### config.mk
export PLATFORM = sky130hd
export DESIGN_NAME = tmr_timer2
export DESIGN_NICKNAME = d
export VERILOG_FILES = /design/src/include/tmr_pkg.sv /design/src/hdl/tmr_edge_sync.sv /design/src/hdl/tmr_timer2.sv
export SDC_FILE = /design/constraint.sdc
export NUM_CORES = 1
export LEC_CHECK = 0
export BUFFER_PORTS_ARGS = -buffer_cell sky130_fd_sc_hd__buf_2
export CELL_PAD_IN_SITES_DETAIL_PLACEMENT = 0
export CELL_PAD_IN_SITES_GLOBAL_PLACEMENT = 1
export CORE_AREA = 2 2 111 113
export CTS_BUF_LIST = sky130_fd_sc_hd__clkbuf_4
export DETAILED_ROUTE_END_ITERATION = 8
export DIE_AREA = 0 0 113 115
export GPL_ROUTABILITY_DRIVEN = 0
export PLACE_DENSITY_LB_ADDON = 0.1
export SETUP_SLACK_MARGIN = 0.05
export SLEW_MARGIN = 10
export SYNTH_ARGS = -nofsm -noshare
export SYNTH_HDL_FRONTEND = slang
export SYNTH_SLANG_ARGS = --single-unit
### constraint.sdc
create_clock -name mclk -period 3.3 [get_ports mclk]
set_clock_uncertainty 0.2 [all_clocks]
set_input_delay 0.33 -clock mclk [delete_from_list [all_inputs] [get_ports mclk]]
set_output_delay 0.33 -clock mclk [all_outputs]
set_load 0.02 [all_outputs]
### src/include/tmr_pkg.sv
package tmr_pkg;
    // Special function register addresses of the timer.
    localparam logic [7:0] ADDR_CONTROL   = 8'hC8;
    localparam logic [7:0] ADDR_MODE      = 8'hC9;
    localparam logic [7:0] ADDR_RELOAD_LO = 8'hCA;
    localparam logic [7:0] ADDR_RELOAD_HI = 8'hCB;
    localparam logic [7:0] ADDR_COUNT_LO  = 8'hCC;
    localparam logic [7:0] ADDR_COUNT_HI  = 8'hCD;

    // Control register bit positions.
    localparam int BIT_OVF     = 7;
    localparam int BIT_EXF     = 6;
    localparam int BIT_RXBAUD  = 5;
    localparam int BIT_TXBAUD  = 4;
    localparam int BIT_EXEN    = 3;
    localparam int BIT_RUN     = 2;
    localparam int BIT_CNTSEL  = 1;
    localparam int BIT_CAPSEL  = 0;

    // Mode register bit positions.
    localparam int BIT_AUTOCLR = 3;
    localparam int BIT_DOWN_COUNT_ENABLE    = 0;

    // Reset value and mode register readback mask.
    localparam logic [7:0] RST_BYTE    = 8'h00;
    localparam logic [7:0] MODE_RD_MSK = 8'h09;

    // Baud mode advances once per this many system clocks.
    localparam int BAUD_DIV = 2;
    // Timer mode prescale divisors selected by the clock control bit.
    localparam int PRESCALE_SLOW = 12;
    localparam int PRESCALE_FAST = 4;
endpackage : tmr_pkg

### src/hdl/tmr_edge_sync.sv
`timescale 1ns/1ps
// Two-stage synchroniser with level and falling-edge outputs.
module tmr_edge_sync (
    input  wire logic mclk,
    input  wire logic rst_b,
    input  wire logic pin,
    output logic      level,
    output logic      fall
);
    logic meta_q;
    logic sync_q;
    logic prev_q;

    always_ff @(posedge mclk) begin
        if (!rst_b) begin
            meta_q <= 1'b1;
            sync_q <= 1'b1;
            prev_q <= 1'b1;
        end else begin
            meta_q <= pin;
            sync_q <= meta_q;
            prev_q <= sync_q;
        end
    end

    assign level = sync_q;
    assign fall  = prev_q & ~sync_q;
endmodule : tmr_edge_sync

### src/hdl/tmr_timer2.sv
`timescale 1ns/1ps
module tmr_timer2 (
    input  wire logic       mclk,
    input  wire logic       rst_b,
    input  wire logic [7:0] sfr_addr,
    input  wire logic [7:0] sfr_wdata,
    input  wire logic       sfr_wr,
    output logic      [7:0] sfr_rdata,
    input  wire logic       timer_prescale_select,
    input  wire logic       timer_irq_enable,
    input  wire logic       other_timer_overflow,
    input  wire logic       count_input_pin,
    input  wire logic       ext_trigger_pin,
    output logic            timer_irq,
    output logic            rx_baud_tick,
    output logic            tx_baud_tick,
    output logic            overflow_pulse
);
    logic [7:0] control_q;
    logic [7:0] mode_q;
    logic [7:0] reload_lo_q;
    logic [7:0] reload_hi_q;
    logic [7:0] count_lo_q;
    logic [7:0] count_hi_q;
    logic [3:0] prescale_q;
    logic       irq_q;
    logic       rx_tick_q;
    logic       tx_tick_q;
    logic       ovf_pulse_q;

    logic       trig_level;
    logic       trig_fall;
    logic       cnt_fall;

    tmr_edge_sync u_trig_sync (
        .mclk  (mclk),
        .rst_b (rst_b),
        .pin   (ext_trigger_pin),
        .level (trig_level),
        .fall  (trig_fall)
    );

    tmr_edge_sync u_cnt_sync (
        .mclk  (mclk),
        .rst_b (rst_b),
        .pin   (count_input_pin),
        .level (),
        .fall  (cnt_fall)
    );

    // Field decode.
    wire rx_sel    = control_q[tmr_pkg::BIT_RXBAUD];
    wire tx_sel    = control_q[tmr_pkg::BIT_TXBAUD];
    wire ext_en    = control_q[tmr_pkg::BIT_EXEN];
    wire run       = control_q[tmr_pkg::BIT_RUN];
    wire cnt_sel   = control_q[tmr_pkg::BIT_CNTSEL];
    wire cap_sel   = control_q[tmr_pkg::BIT_CAPSEL];
    wire auto_clr  = mode_q[tmr_pkg::BIT_AUTOCLR];
    wire down_count_enable      = mode_q[tmr_pkg::BIT_DOWN_COUNT_ENABLE];

    wire baud_mode = rx_sel | tx_sel;
    wire capture_mode = cap_sel & ~baud_mode;
    wire reload_mode  = ~capture_mode;

    // Register strobes.
    wire wr_ctl = sfr_wr && (sfr_addr == tmr_pkg::ADDR_CONTROL);
    wire wr_mod = sfr_wr && (sfr_addr == tmr_pkg::ADDR_MODE);
    wire wr_rlo = sfr_wr && (sfr_addr == tmr_pkg::ADDR_RELOAD_LO);
    wire wr_rhi = sfr_wr && (sfr_addr == tmr_pkg::ADDR_RELOAD_HI);
    wire wr_clo = sfr_wr && (sfr_addr == tmr_pkg::ADDR_COUNT_LO);
    wire wr_chi = sfr_wr && (sfr_addr == tmr_pkg::ADDR_COUNT_HI);

    // Tick generation: baud mode ignores the counter select and prescaler.
    wire [3:0] prescale_top = timer_prescale_select ?
                              4'(tmr_pkg::PRESCALE_FAST - 1) :
                              4'(tmr_pkg::PRESCALE_SLOW - 1);
    wire [3:0] div_top = baud_mode ? 4'(tmr_pkg::BAUD_DIV - 1) : prescale_top;
    wire       div_wrap = (prescale_q == div_top);
    wire       use_pin  = cnt_sel & ~baud_mode;
    wire       tick     = run & (use_pin ? cnt_fall : div_wrap);

    // Direction: up unless down counting is enabled in reload mode outside baud mode with pin low.
    wire       count_down = down_count_enable & reload_mode & ~baud_mode & ~trig_level;

    wire [15:0] count   = {count_hi_q, count_lo_q};
    wire [15:0] reload  = {reload_hi_q, reload_lo_q};
    wire        up_ovf  = tick & ~count_down & (count == 16'hFFFF);
    wire        dn_ovf  = tick & count_down & (count == reload);
    wire        ovf     = up_ovf | dn_ovf;

    // Trigger edge is honoured only outside baud mode with the enable set.
    wire        trig_ev = trig_fall & ext_en & ~baud_mode;
    wire        do_cap  = trig_ev & capture_mode;
    wire        trig_rl = trig_ev & reload_mode & ~down_count_enable;

    // Next count value.
    logic [15:0] count_d;
    always_comb begin
        count_d = count;
        if (tick) begin
            count_d = count_down ? count - 16'h0001 : count + 16'h0001;
        end
        if (up_ovf && reload_mode) begin
            count_d = reload;
        end
        if (dn_ovf) begin
            count_d = 16'hFFFF;
        end
        if (trig_rl) begin
            count_d = reload;
        end
        if (do_cap && auto_clr) begin
            count_d = 16'h0000;
        end
    end

    // Flag next values; hardware sets win over a software clear in the same cycle.
    wire ovf_set = ovf & ~baud_mode;
    // With down counting enabled in reload mode outside baud mode, every overflow, up or down, marks the external flag.
    wire exf_set = trig_ev | (ovf & down_count_enable & reload_mode & ~baud_mode);
    wire [7:0] ctl_base = wr_ctl ? sfr_wdata : control_q;
    wire [7:0] control_d = {ctl_base[7] | ovf_set, ctl_base[6] | exf_set, ctl_base[5:0]};
    wire exf_sw_set = wr_ctl & sfr_wdata[tmr_pkg::BIT_EXF] & ~control_q[tmr_pkg::BIT_EXF];

    // Hardware flag sets are already folded into control_d, so one flop holds both.
    always_ff @(posedge mclk) begin
        if (!rst_b) begin
            control_q <= tmr_pkg::RST_BYTE;
        end else begin
            control_q <= control_d;
        end
    end

    // Unused mode bits are dropped on write, so they always read back as zero.
    wire [7:0] mode_d = wr_mod ? (sfr_wdata & tmr_pkg::MODE_RD_MSK) : mode_q;

    always_ff @(posedge mclk) begin
        if (!rst_b) begin
            mode_q <= tmr_pkg::RST_BYTE;
        end else begin
            mode_q <= mode_d;
        end
    end

    // A capture wins over a software write to the same byte in the same cycle.
    wire [7:0] reload_lo_d = do_cap ? count_lo_q : (wr_rlo ? sfr_wdata : reload_lo_q);
    wire [7:0] reload_hi_d = do_cap ? count_hi_q : (wr_rhi ? sfr_wdata : reload_hi_q);

    always_ff @(posedge mclk) begin
        if (!rst_b) begin
            reload_lo_q <= tmr_pkg::RST_BYTE;
        end else begin
            reload_lo_q <= reload_lo_d;
        end
    end

    always_ff @(posedge mclk) begin
        if (!rst_b) begin
            reload_hi_q <= tmr_pkg::RST_BYTE;
        end else begin
            reload_hi_q <= reload_hi_d;
        end
    end

    // Software writes to the count bytes take priority over counting.
    // A write to one byte lets the other byte keep counting, so software
    // should stop the timer before loading a full sixteen-bit value.
    wire [7:0] count_lo_d = wr_clo ? sfr_wdata : count_d[7:0];
    wire [7:0] count_hi_d = wr_chi ? sfr_wdata : count_d[15:8];

    always_ff @(posedge mclk) begin
        if (!rst_b) begin
            count_lo_q <= tmr_pkg::RST_BYTE;
        end else begin
            count_lo_q <= count_lo_d;
        end
    end

    always_ff @(posedge mclk) begin
        if (!rst_b) begin
            count_hi_q <= tmr_pkg::RST_BYTE;
        end else begin
            count_hi_q <= count_hi_d;
        end
    end

    // The divider keeps running while stopped so restart phase is arbitrary.
    // A switch to a shorter period can leave it above the top, hence the div_over test.
    wire       div_over   = (prescale_q > div_top);
    wire [3:0] prescale_d = (div_wrap || div_over) ? 4'h0 : prescale_q + 4'h1;

    always_ff @(posedge mclk) begin
        if (!rst_b) begin
            prescale_q <= 4'h0;
        end else begin
            prescale_q <= prescale_d;
        end
    end

    // Serial time bases in serial modes 1 and 3.
    wire rx_src = rx_sel ? ovf : other_timer_overflow;
    wire tx_src = tx_sel ? ovf : other_timer_overflow;

    wire flags_any = control_d[tmr_pkg::BIT_OVF] | control_d[tmr_pkg::BIT_EXF];
    wire irq_d     = timer_irq_enable & (flags_any | exf_sw_set | trig_ev);

    always_ff @(posedge mclk) begin
        if (!rst_b) begin
            irq_q <= 1'b0;
        end else begin
            irq_q <= irq_d;
        end
    end

    always_ff @(posedge mclk) begin
        if (!rst_b) begin
            rx_tick_q <= 1'b0;
        end else begin
            rx_tick_q <= rx_src;
        end
    end

    always_ff @(posedge mclk) begin
        if (!rst_b) begin
            tx_tick_q <= 1'b0;
        end else begin
            tx_tick_q <= tx_src;
        end
    end

    always_ff @(posedge mclk) begin
        if (!rst_b) begin
            ovf_pulse_q <= 1'b0;
        end else begin
            ovf_pulse_q <= ovf;
        end
    end

    // Read mux, registered so the data follows the address by one clock.
    // Unmapped addresses read as zero because no select is active.
    logic [7:0] rdata_q;
    wire        sel_ctl = (sfr_addr == tmr_pkg::ADDR_CONTROL);
    wire        sel_mod = (sfr_addr == tmr_pkg::ADDR_MODE);
    wire        sel_rlo = (sfr_addr == tmr_pkg::ADDR_RELOAD_LO);
    wire        sel_rhi = (sfr_addr == tmr_pkg::ADDR_RELOAD_HI);
    wire        sel_clo = (sfr_addr == tmr_pkg::ADDR_COUNT_LO);
    wire        sel_chi = (sfr_addr == tmr_pkg::ADDR_COUNT_HI);
    wire  [7:0] rd_mux  = ({8{sel_ctl}} & control_q) |
                          ({8{sel_mod}} & mode_q) |
                          ({8{sel_rlo}} & reload_lo_q) |
                          ({8{sel_rhi}} & reload_hi_q) |
                          ({8{sel_clo}} & count_lo_q) |
                          ({8{sel_chi}} & count_hi_q);

    always_ff @(posedge mclk) begin
        if (!rst_b) begin
            rdata_q <= 8'h00;
        end else begin
            rdata_q <= rd_mux;
        end
    end

    assign sfr_rdata      = rdata_q;
    assign timer_irq      = irq_q;
    assign rx_baud_tick   = rx_tick_q;
    assign tx_baud_tick   = tx_tick_q;
    assign overflow_pulse = ovf_pulse_q;
endmodule : tmr_timer2

Yosys cells after proc, flatten, opt, wreduce, memory -nomap -nowiden:

Index checks and enable logic that the tools add are counted.

* $add $sub $neg: 3
* muxes and demuxes: 18
* reduce and logical (&&, ||, !) cells: 14
* $lt $le $gt $ge: 1
* eq/ne operators: 9
* bitwise logic cells: 51

Operators by type and width (count)
* 2-to-1 mux 16 bit: 6
* 2-to-1 mux 8 bit: 7
* equality test 8 bit (second input constant): 6
* AND 8 bit: 5
* bitwise OR 8 bit: 5
* AND 1 bit: 24
* adder 16 x 1 -> 16 bit (second input constant): 1
* equality test 16 bit: 1
* equality test 16 bit (second input constant): 1
* subtractor 16 x 1 -> 16 bit (second input constant): 1
* nonzero test 6 bit: 2
* AND 8 x 4 -> 8 bit: 1
* logical AND 1 bit: 8
* 2-to-1 mux 4 bit: 2
* inverter 1 bit: 8
* bitwise OR 1 bit: 8
* adder 4 x 1 -> 4 bit (second input constant): 1
* equality test 4 bit: 1
* greater-than comparator 4 bit: 1
* nonzero test 2 bit: 2
* 2-to-1 mux 1 bit: 3
* OR reduction 2 bit: 1
* logical OR 1 bit: 1

* flip-flop bits (word level): 64
* input bits: 24
* word-level logic and storage cells: 115
* output and inout port bits: 12

Depth between registers and ports, before layout:

* depth after elaboration: 20
* gate-level depth with buffers: 11
* gate-level depth less buffers: 10

Modules after synthesis:

From an unflattened synthesis, not the netlist that was laid out.

* cells, all modules: 508
* area total of the unflattened synthesis: 4264.1 µm²

Modules (own cells, without submodules)
* tmr_timer2: cells an instance 494, seq. area each 1161.1 µm², times used 1, area an instance 4093.9 µm²
* tmr_edge_sync: cells an instance 7, seq. area each 60.1 µm², times used 2, area an instance 85.1 µm²

Worst setup path after synthesis:

OpenSTA, ideal clock, no wires.

* path type: register -> register
* from: reg mode_q[0]
* to: reg count_hi_q[2]
* arrival time: 3087 ps
* slack: -61 ps
* path buffers: 0
* setup time: 74 ps
* data required time: 3026 ps
* clock period less this slack: 3361 ps
* cell stages (with the launch flop): 11
* cell sequence: dfxtp_1 -> nor3b_1 -> and2_0 -> ha_1 -> a21oi_1 -> o22ai_1 -> o41ai_1 -> o21ai_0 -> xnor2_1 -> a31o_2 -> a31oi_1

* longest elaborated chain between the ends: 12
* elaborated cells on any way between the ends: 19
* classes of those cells: 7 x mux; 10 x bitwise; 2 x reduce/logical

RTL lines
* from (decl): RTL line tmr_timer2.sv:20 `logic [7:0] mode_q;`
* from (signal assigned): RTL line tmr_timer2.sv:139 `mode_q <= tmr_pkg::RST_BYTE;`
* from (signal assigned): RTL line tmr_timer2.sv:141 `mode_q <= mode_d;`
* AND 1 bit (3 in series): RTL line tmr_timer2.sv:83 `wire count_down = down_count_enable & reload_mode & ~baud_mode & ~trig_level;`
* inverter 1 bit: RTL line tmr_timer2.sv:87 `wire up_ovf = tick & ~count_down & (count == 16'hFFFF);`
* AND 1 bit (2 in series): RTL line tmr_timer2.sv:87
* logical AND 1 bit: RTL line tmr_timer2.sv:103 `if (up_ovf && reload_mode) begin`
* 2-to-1 mux 16 bit: RTL line tmr_timer2.sv:103
* 2-to-1 mux 16 bit: RTL line tmr_timer2.sv:106 `if (dn_ovf) begin`
* 2-to-1 mux 16 bit: RTL line tmr_timer2.sv:109 `if (trig_rl) begin`
* 2-to-1 mux 16 bit: RTL line tmr_timer2.sv:112 `if (do_cap && auto_clr) begin`
* 2-to-1 mux 8 bit: RTL line tmr_timer2.sv:169 `wire [7:0] count_hi_d = wr_chi ? sfr_wdata : count_d[15:8];`
* to (signal assigned): RTL line tmr_timer2.sv:181 `count_hi_q <= tmr_pkg::RST_BYTE;`
* to (signal assigned): RTL line tmr_timer2.sv:183 `count_hi_q <= count_hi_d;`
* to (decl): RTL line tmr_timer2.sv:24 `logic [7:0] count_hi_q;`

Several ways; a longest one is shown, not always the timed one. The select of a mux whose other input is x is not followed.
A chain may end at the register's enable or synchronous reset.

Worst setup path in the final report:

* from: reg control_q[4]
* to: reg count_lo_q[5]

* longest elaborated chain between the ends: 16
* elaborated cells on any way between the ends: 31
* classes of those cells: 1 x eq/ne; 9 x mux; 18 x bitwise; 3 x reduce/logical

RTL lines
* from (decl): RTL line tmr_timer2.sv:19 `logic [7:0] control_q;`
* from (signal assigned): RTL line tmr_timer2.sv:128 `control_q <= tmr_pkg::RST_BYTE;`
* from (signal assigned): RTL line tmr_timer2.sv:130 `control_q <= control_d;`
* bitwise OR 1 bit *: RTL line tmr_timer2.sv:61 `wire baud_mode = rx_sel | tx_sel;`
* inverter 1 bit
* AND 1 bit: RTL line tmr_timer2.sv:62 `wire capture_mode = cap_sel & ~baud_mode;`
* inverter 1 bit: RTL line tmr_timer2.sv:63 `wire reload_mode = ~capture_mode;`
* AND 1 bit (3 in series): RTL line tmr_timer2.sv:83
* inverter 1 bit: RTL line tmr_timer2.sv:87
* AND 1 bit (2 in series): RTL line tmr_timer2.sv:87
* logical AND 1 bit: RTL line tmr_timer2.sv:103
* 2-to-1 mux 16 bit: RTL line tmr_timer2.sv:103
* 2-to-1 mux 16 bit: RTL line tmr_timer2.sv:106
* 2-to-1 mux 16 bit: RTL line tmr_timer2.sv:109
* 2-to-1 mux 16 bit: RTL line tmr_timer2.sv:112
* 2-to-1 mux 8 bit: RTL line tmr_timer2.sv:168 `wire [7:0] count_lo_d = wr_clo ? sfr_wdata : count_d[7:0];`
* to (signal assigned): RTL line tmr_timer2.sv:173 `count_lo_q <= tmr_pkg::RST_BYTE;`
* to (signal assigned): RTL line tmr_timer2.sv:175 `count_lo_q <= count_lo_d;`
* to (decl): RTL line tmr_timer2.sv:23 `logic [7:0] count_lo_q;`

Every way passes the cells marked *; elsewhere a longest branch is shown, timed or not. The select of a mux whose other input is x is not followed.

==> summary by stage <==
GRT
For this run, global-route usage on met3 was measured as 0.0432. Entering global routing, the biggest net connects 38 pins. The first-pass GRT wire length is 21600 µm. For this run, global-route usage on met1 was measured as 0.306. The number of antenna violations at the first check in global routing is 1. Summed over all layers, the global routing overflow is 0.

In the global route stage, overall resource usage came out at 0.220. The number of global-route vias before repair is 3619. In the global route stage, met2 resource usage came out at 0.341. The peak-usage layer in the global routing report is met2.

Routing
Wires add up to between 10000 and 15000 µm. After the first detailed-routing iteration, the DRC count stood at 363. In the routed design, unresolved DRC markers number 3. Using the TritonRoute via totals, the vias-per-cell ratio works out to 5.61.

The remaining antenna violation count after routing is 0. For this run, the detailed router's first-pass iteration total came to 7. The wire length per cell after detailed routing is 20.4 µm. The detailed-route via count is 3817.

Synth
The count of state elements after synthesis is 64. The number of enable-type register cells in the synthesized netlist is 0. The cell with the most instances after synthesis is sky130_fd_sc_hd__dfxtp_1. By area the synthesized netlist is led by sky130_fd_sc_hd__dfxtp_1 31%, sky130_fd_sc_hd__mux2i_1 6.4%, sky130_fd_sc_hd__mux2_2 5.8%.

The number of unique standard cell types used by synthesis is 64. Of the synthesized area, sequential elements account for 0.314. The number of instances in the synthesized netlist is about 470. In this run the cell area of the synthesized design comes to 4080 µm². The average cell area after synthesis is 8.63 µm².

The commonest cells after synthesis are 64 x sky130_fd_sc_hd__dfxtp_1, 58 x sky130_fd_sc_hd__nor2_1, 32 x sky130_fd_sc_hd__a21oi_1. The total number of yosys warnings is 0. Of the post-synthesis cell area, the dominant cell type holds 0.314. The number of nets handed over by synthesis was 515. The library cell occupying the most area in the post-synthesis netlist is sky130_fd_sc_hd__dfxtp_1. The fraction of synthesis flops using an asynchronous set or reset pin is 0.

The most common flop cell mapped by yosys is sky130_fd_sc_hd__dfxtp_1.

Layout
From synthesis to final layout, the design area changed by 16.3%. The area occupied by registers is 1280 µm². The utilization after layout is 0.402. The share of final-layout standard cells stronger than drive strength 1 is 0.222. After the last flow step, the layout net total stands at 569.

Once layout is done, the placed cells without fillers occupy between 4000 and 5000 µm². The count of fill cells added during filler insertion is 1244. The multi-input combinational cells in the finished layout cover a total of 2690 µm².

Worst setup path
The kind of critical path is flip-flop to flip-flop. On the worst path, the slowest cell contributes a delay of between 0.3 and 0.4 ns. The nature of the critical path endpoint is a flip-flop.

The endpoint of the most critical register-to-register path is count_lo_q[5]. The signal on the critical path passes through buf_4, or3_1, ha_1, nand4b_1, mux2i_1, nand4_1, and2_4, mux2_4, a221oi_1, nor2_1. The endpoint of the worst setup timing path is count_lo_q[5].

In this run the register-to-register setup slack is around 0.26 ns. The count of buffering cells on the critical path with inverters included is 1. Grouping stages by cell kind, the critical path spends the most delay in simple AND/OR/NAND/NOR gates. The maximum fanout along the worst path is 20. The slowest stage of the critical path belongs to the cell sky130_fd_sc_hd__or3_1. Tracing the worst setup path back leads to its startpoint at control_q[4]. The endpoint required time on the critical path is between 3 and 4 ns. The cell depth of the worst flop-to-flop path is 10. The worst setup path is launched from a flip-flop. The start of the worst register-to-register path is control_q[4]. The critical path depth is 10. Data on the critical path arrives at its endpoint at between 3 and 4 ns.

Clocking
The later pin in the worst-skew pair is clocked with a latency of 0.43 ns. The CTS tree is done. The number of H-tree branching levels is 3. The root cell of the clock tree is sky130_fd_sc_hd__clkbuf_4. The post-CTS setup repair buffer count is 0. The CTS buffer count is 9. The register clock-pin slew on the reported worst setup and hold paths is 0.12 ns.

The longest clock path from root to sink contains 2 buffers. The number of sinks on the clock net is 64.

Floorplanning
The vertical die dimension is 115 µm. The die is 113 µm wide. The floorplan core area is 11800 µm². In this run the count of I/O pins placed on the die edge is 36.

The initial utilization of the core area, before any placement, comes to 0.345. The die area is 13000 µm². The floorplan has 40 rows.

STA
Headroom to the max-slew limit came out at 0.428. The minimum setup slack in the final design is 0.261 ns. The aggregate negative setup slack is 0 ns. Setup violations remaining at the end of the flow were counted as 0. The minimum period implied by the final worst setup slack is just over 3 ns. The count of final max-slew check failures is 0.

Setup repair after global routing left no endpoint under its margin. The fraction of the cycle the final worst path needs is 0.921. The number of failing hold endpoints at the final stage came to 0. For this run, the top clock speed supported by timing is 329 MHz. At the pin with the least slew margin, the transition time is roughly 0.86 ns. The worst hold slack is 0.0306 ns.

Job
The max-capacitance violation count is 0.

Worst hold path
The worst hold path belongs to the class input port to flip-flop.

Place
The post-detailed-placement cell area is 4540 µm². Prior to clock tree synthesis, the placed netlist has a worst setup slack of 0.153 ns. Detailed placement ended at an HPWL of ~10000 µm. The total of buffers placed on input and output ports is 35.

Pwr
The maximum resistive drop on vdd is 0.000184 V. The leakage power figure is 1.99 nW. The total power per unit cell area is 318 nW/µm².

Status
The final reports fail on design-rule violations. The flow ran to the end, but the final reports show violations.
-- what timing repair did --
action                     in CTS  in global routing
setup endpoints to repair       0                  9
hold endpoints to repair        5                  0
gates resized for setup         0                  2
hold buffers                    4                  0
-- registers in the layout (all words and copies together), names as in the netlist, 2 cells and up --
register,flops
control_q,8
prescale_q,4
count_hi_q,8
mode_q,2
count_lo_q,8
reload_lo_q,8
sfr_rdata,8
reload_hi_q,8
-- metal layers --
| layer | part of all wire | routed length [µm] |
|---|---|---|
| met1 | 0.48 | 6580 |
| met2 | 0.45 | 6230 |
| met3 | 0.052 | 722 |
| met4 | 0.022 | 308 |
| met5 | 0 | 0 |
-- worst register-to-register path: cells and delay by family (launching register included) --
family	cells	cell delay (ns)
buf+inv	1	0.17
mux	2	0.58
simple gates	5	1.05
compound gates	1	0.28
fa+ha+maj	1	0.31
flops	1	0.35
-- where the power goes --
group	internal [mW]	leakage, nW	switching [mW]
logic	0.0344	1.39	0.0570
registers	0.782	0.518	0.00744
clock network	0.312	0.0801	0.315
-- cells in the final DEF, fill, tap and decap left out, drive strengths merged, types with 5 or more instances in the layout --
cell type,instances
ha,17
buf,60
a31oi,7
nor3,10
mux2i,26
dfxtp,64
xnor2,22
xor2,10
nand2b,8
nand3,14
nor4,5
nor2,60
a21oi,32
a221oi,7
nand2,30
o21ai,27
nand4,10
mux2,26
or3,5
a21o,5
and2,6
clkbuf,10
o2111ai,5
inv,8
a222oi,6
-- worst min-delay path by stage --
stage                             to  slack [ns]         startpoint  cells past startpoint
CTS                    count_hi_q[2]        0.01       sfr_wdata[2]                      3
floorplan           u_cnt_sync.level        0.19  u_cnt_sync.meta_q                      1
finish                  control_q[2]        0.03       sfr_wdata[2]                      3
global placement    u_cnt_sync.level        0.19  u_cnt_sync.meta_q                      1
detailed placement  u_cnt_sync.level        0.21  u_cnt_sync.meta_q                      1
global route           count_hi_q[2]        0.01       sfr_wdata[2]                      3
-- stage by stage --
stage                     total power [mW]  std cells
after global placement               0.893        659
after floorplan                      0.852        473
after detailed placement             0.895        659
after global routing                  1.57        680
after CTS                             1.52        679
final                                 1.51        680
-- kinds of logic (layout without fill, tap and decap cells) --
family                   Yosys count  after routing  share of synthesized area
AND/OR/NAND/NOR                  164            164                      0.205
AO/OA/AOI/OAI                    114            114                      0.185
flip-flops                        64             64                      0.314
multiplexers                      52             52                      0.140
XOR/XNOR                          32             32                     0.0687
buffers and inverters             29             88                     0.0304
adder cells (fa/ha/maj)           18             18                     0.0570
other                              0              1                          0
-- layout make-up --
type | count | share of cell area
Clock inverter | 6 | 0.0177
Tap cell | 147 | 0.0388
Inverter | 8 | 0.00633
Sequential cell | 64 | 0.270
Timing Repair Buffer | 64 | 0.0849
Clock buffer | 10 | 0.0158
Antenna cell | 1 | 0.000527
Multi-Input combinational cell | 380 | 0.566
Power figures use the tool's default switching activity.
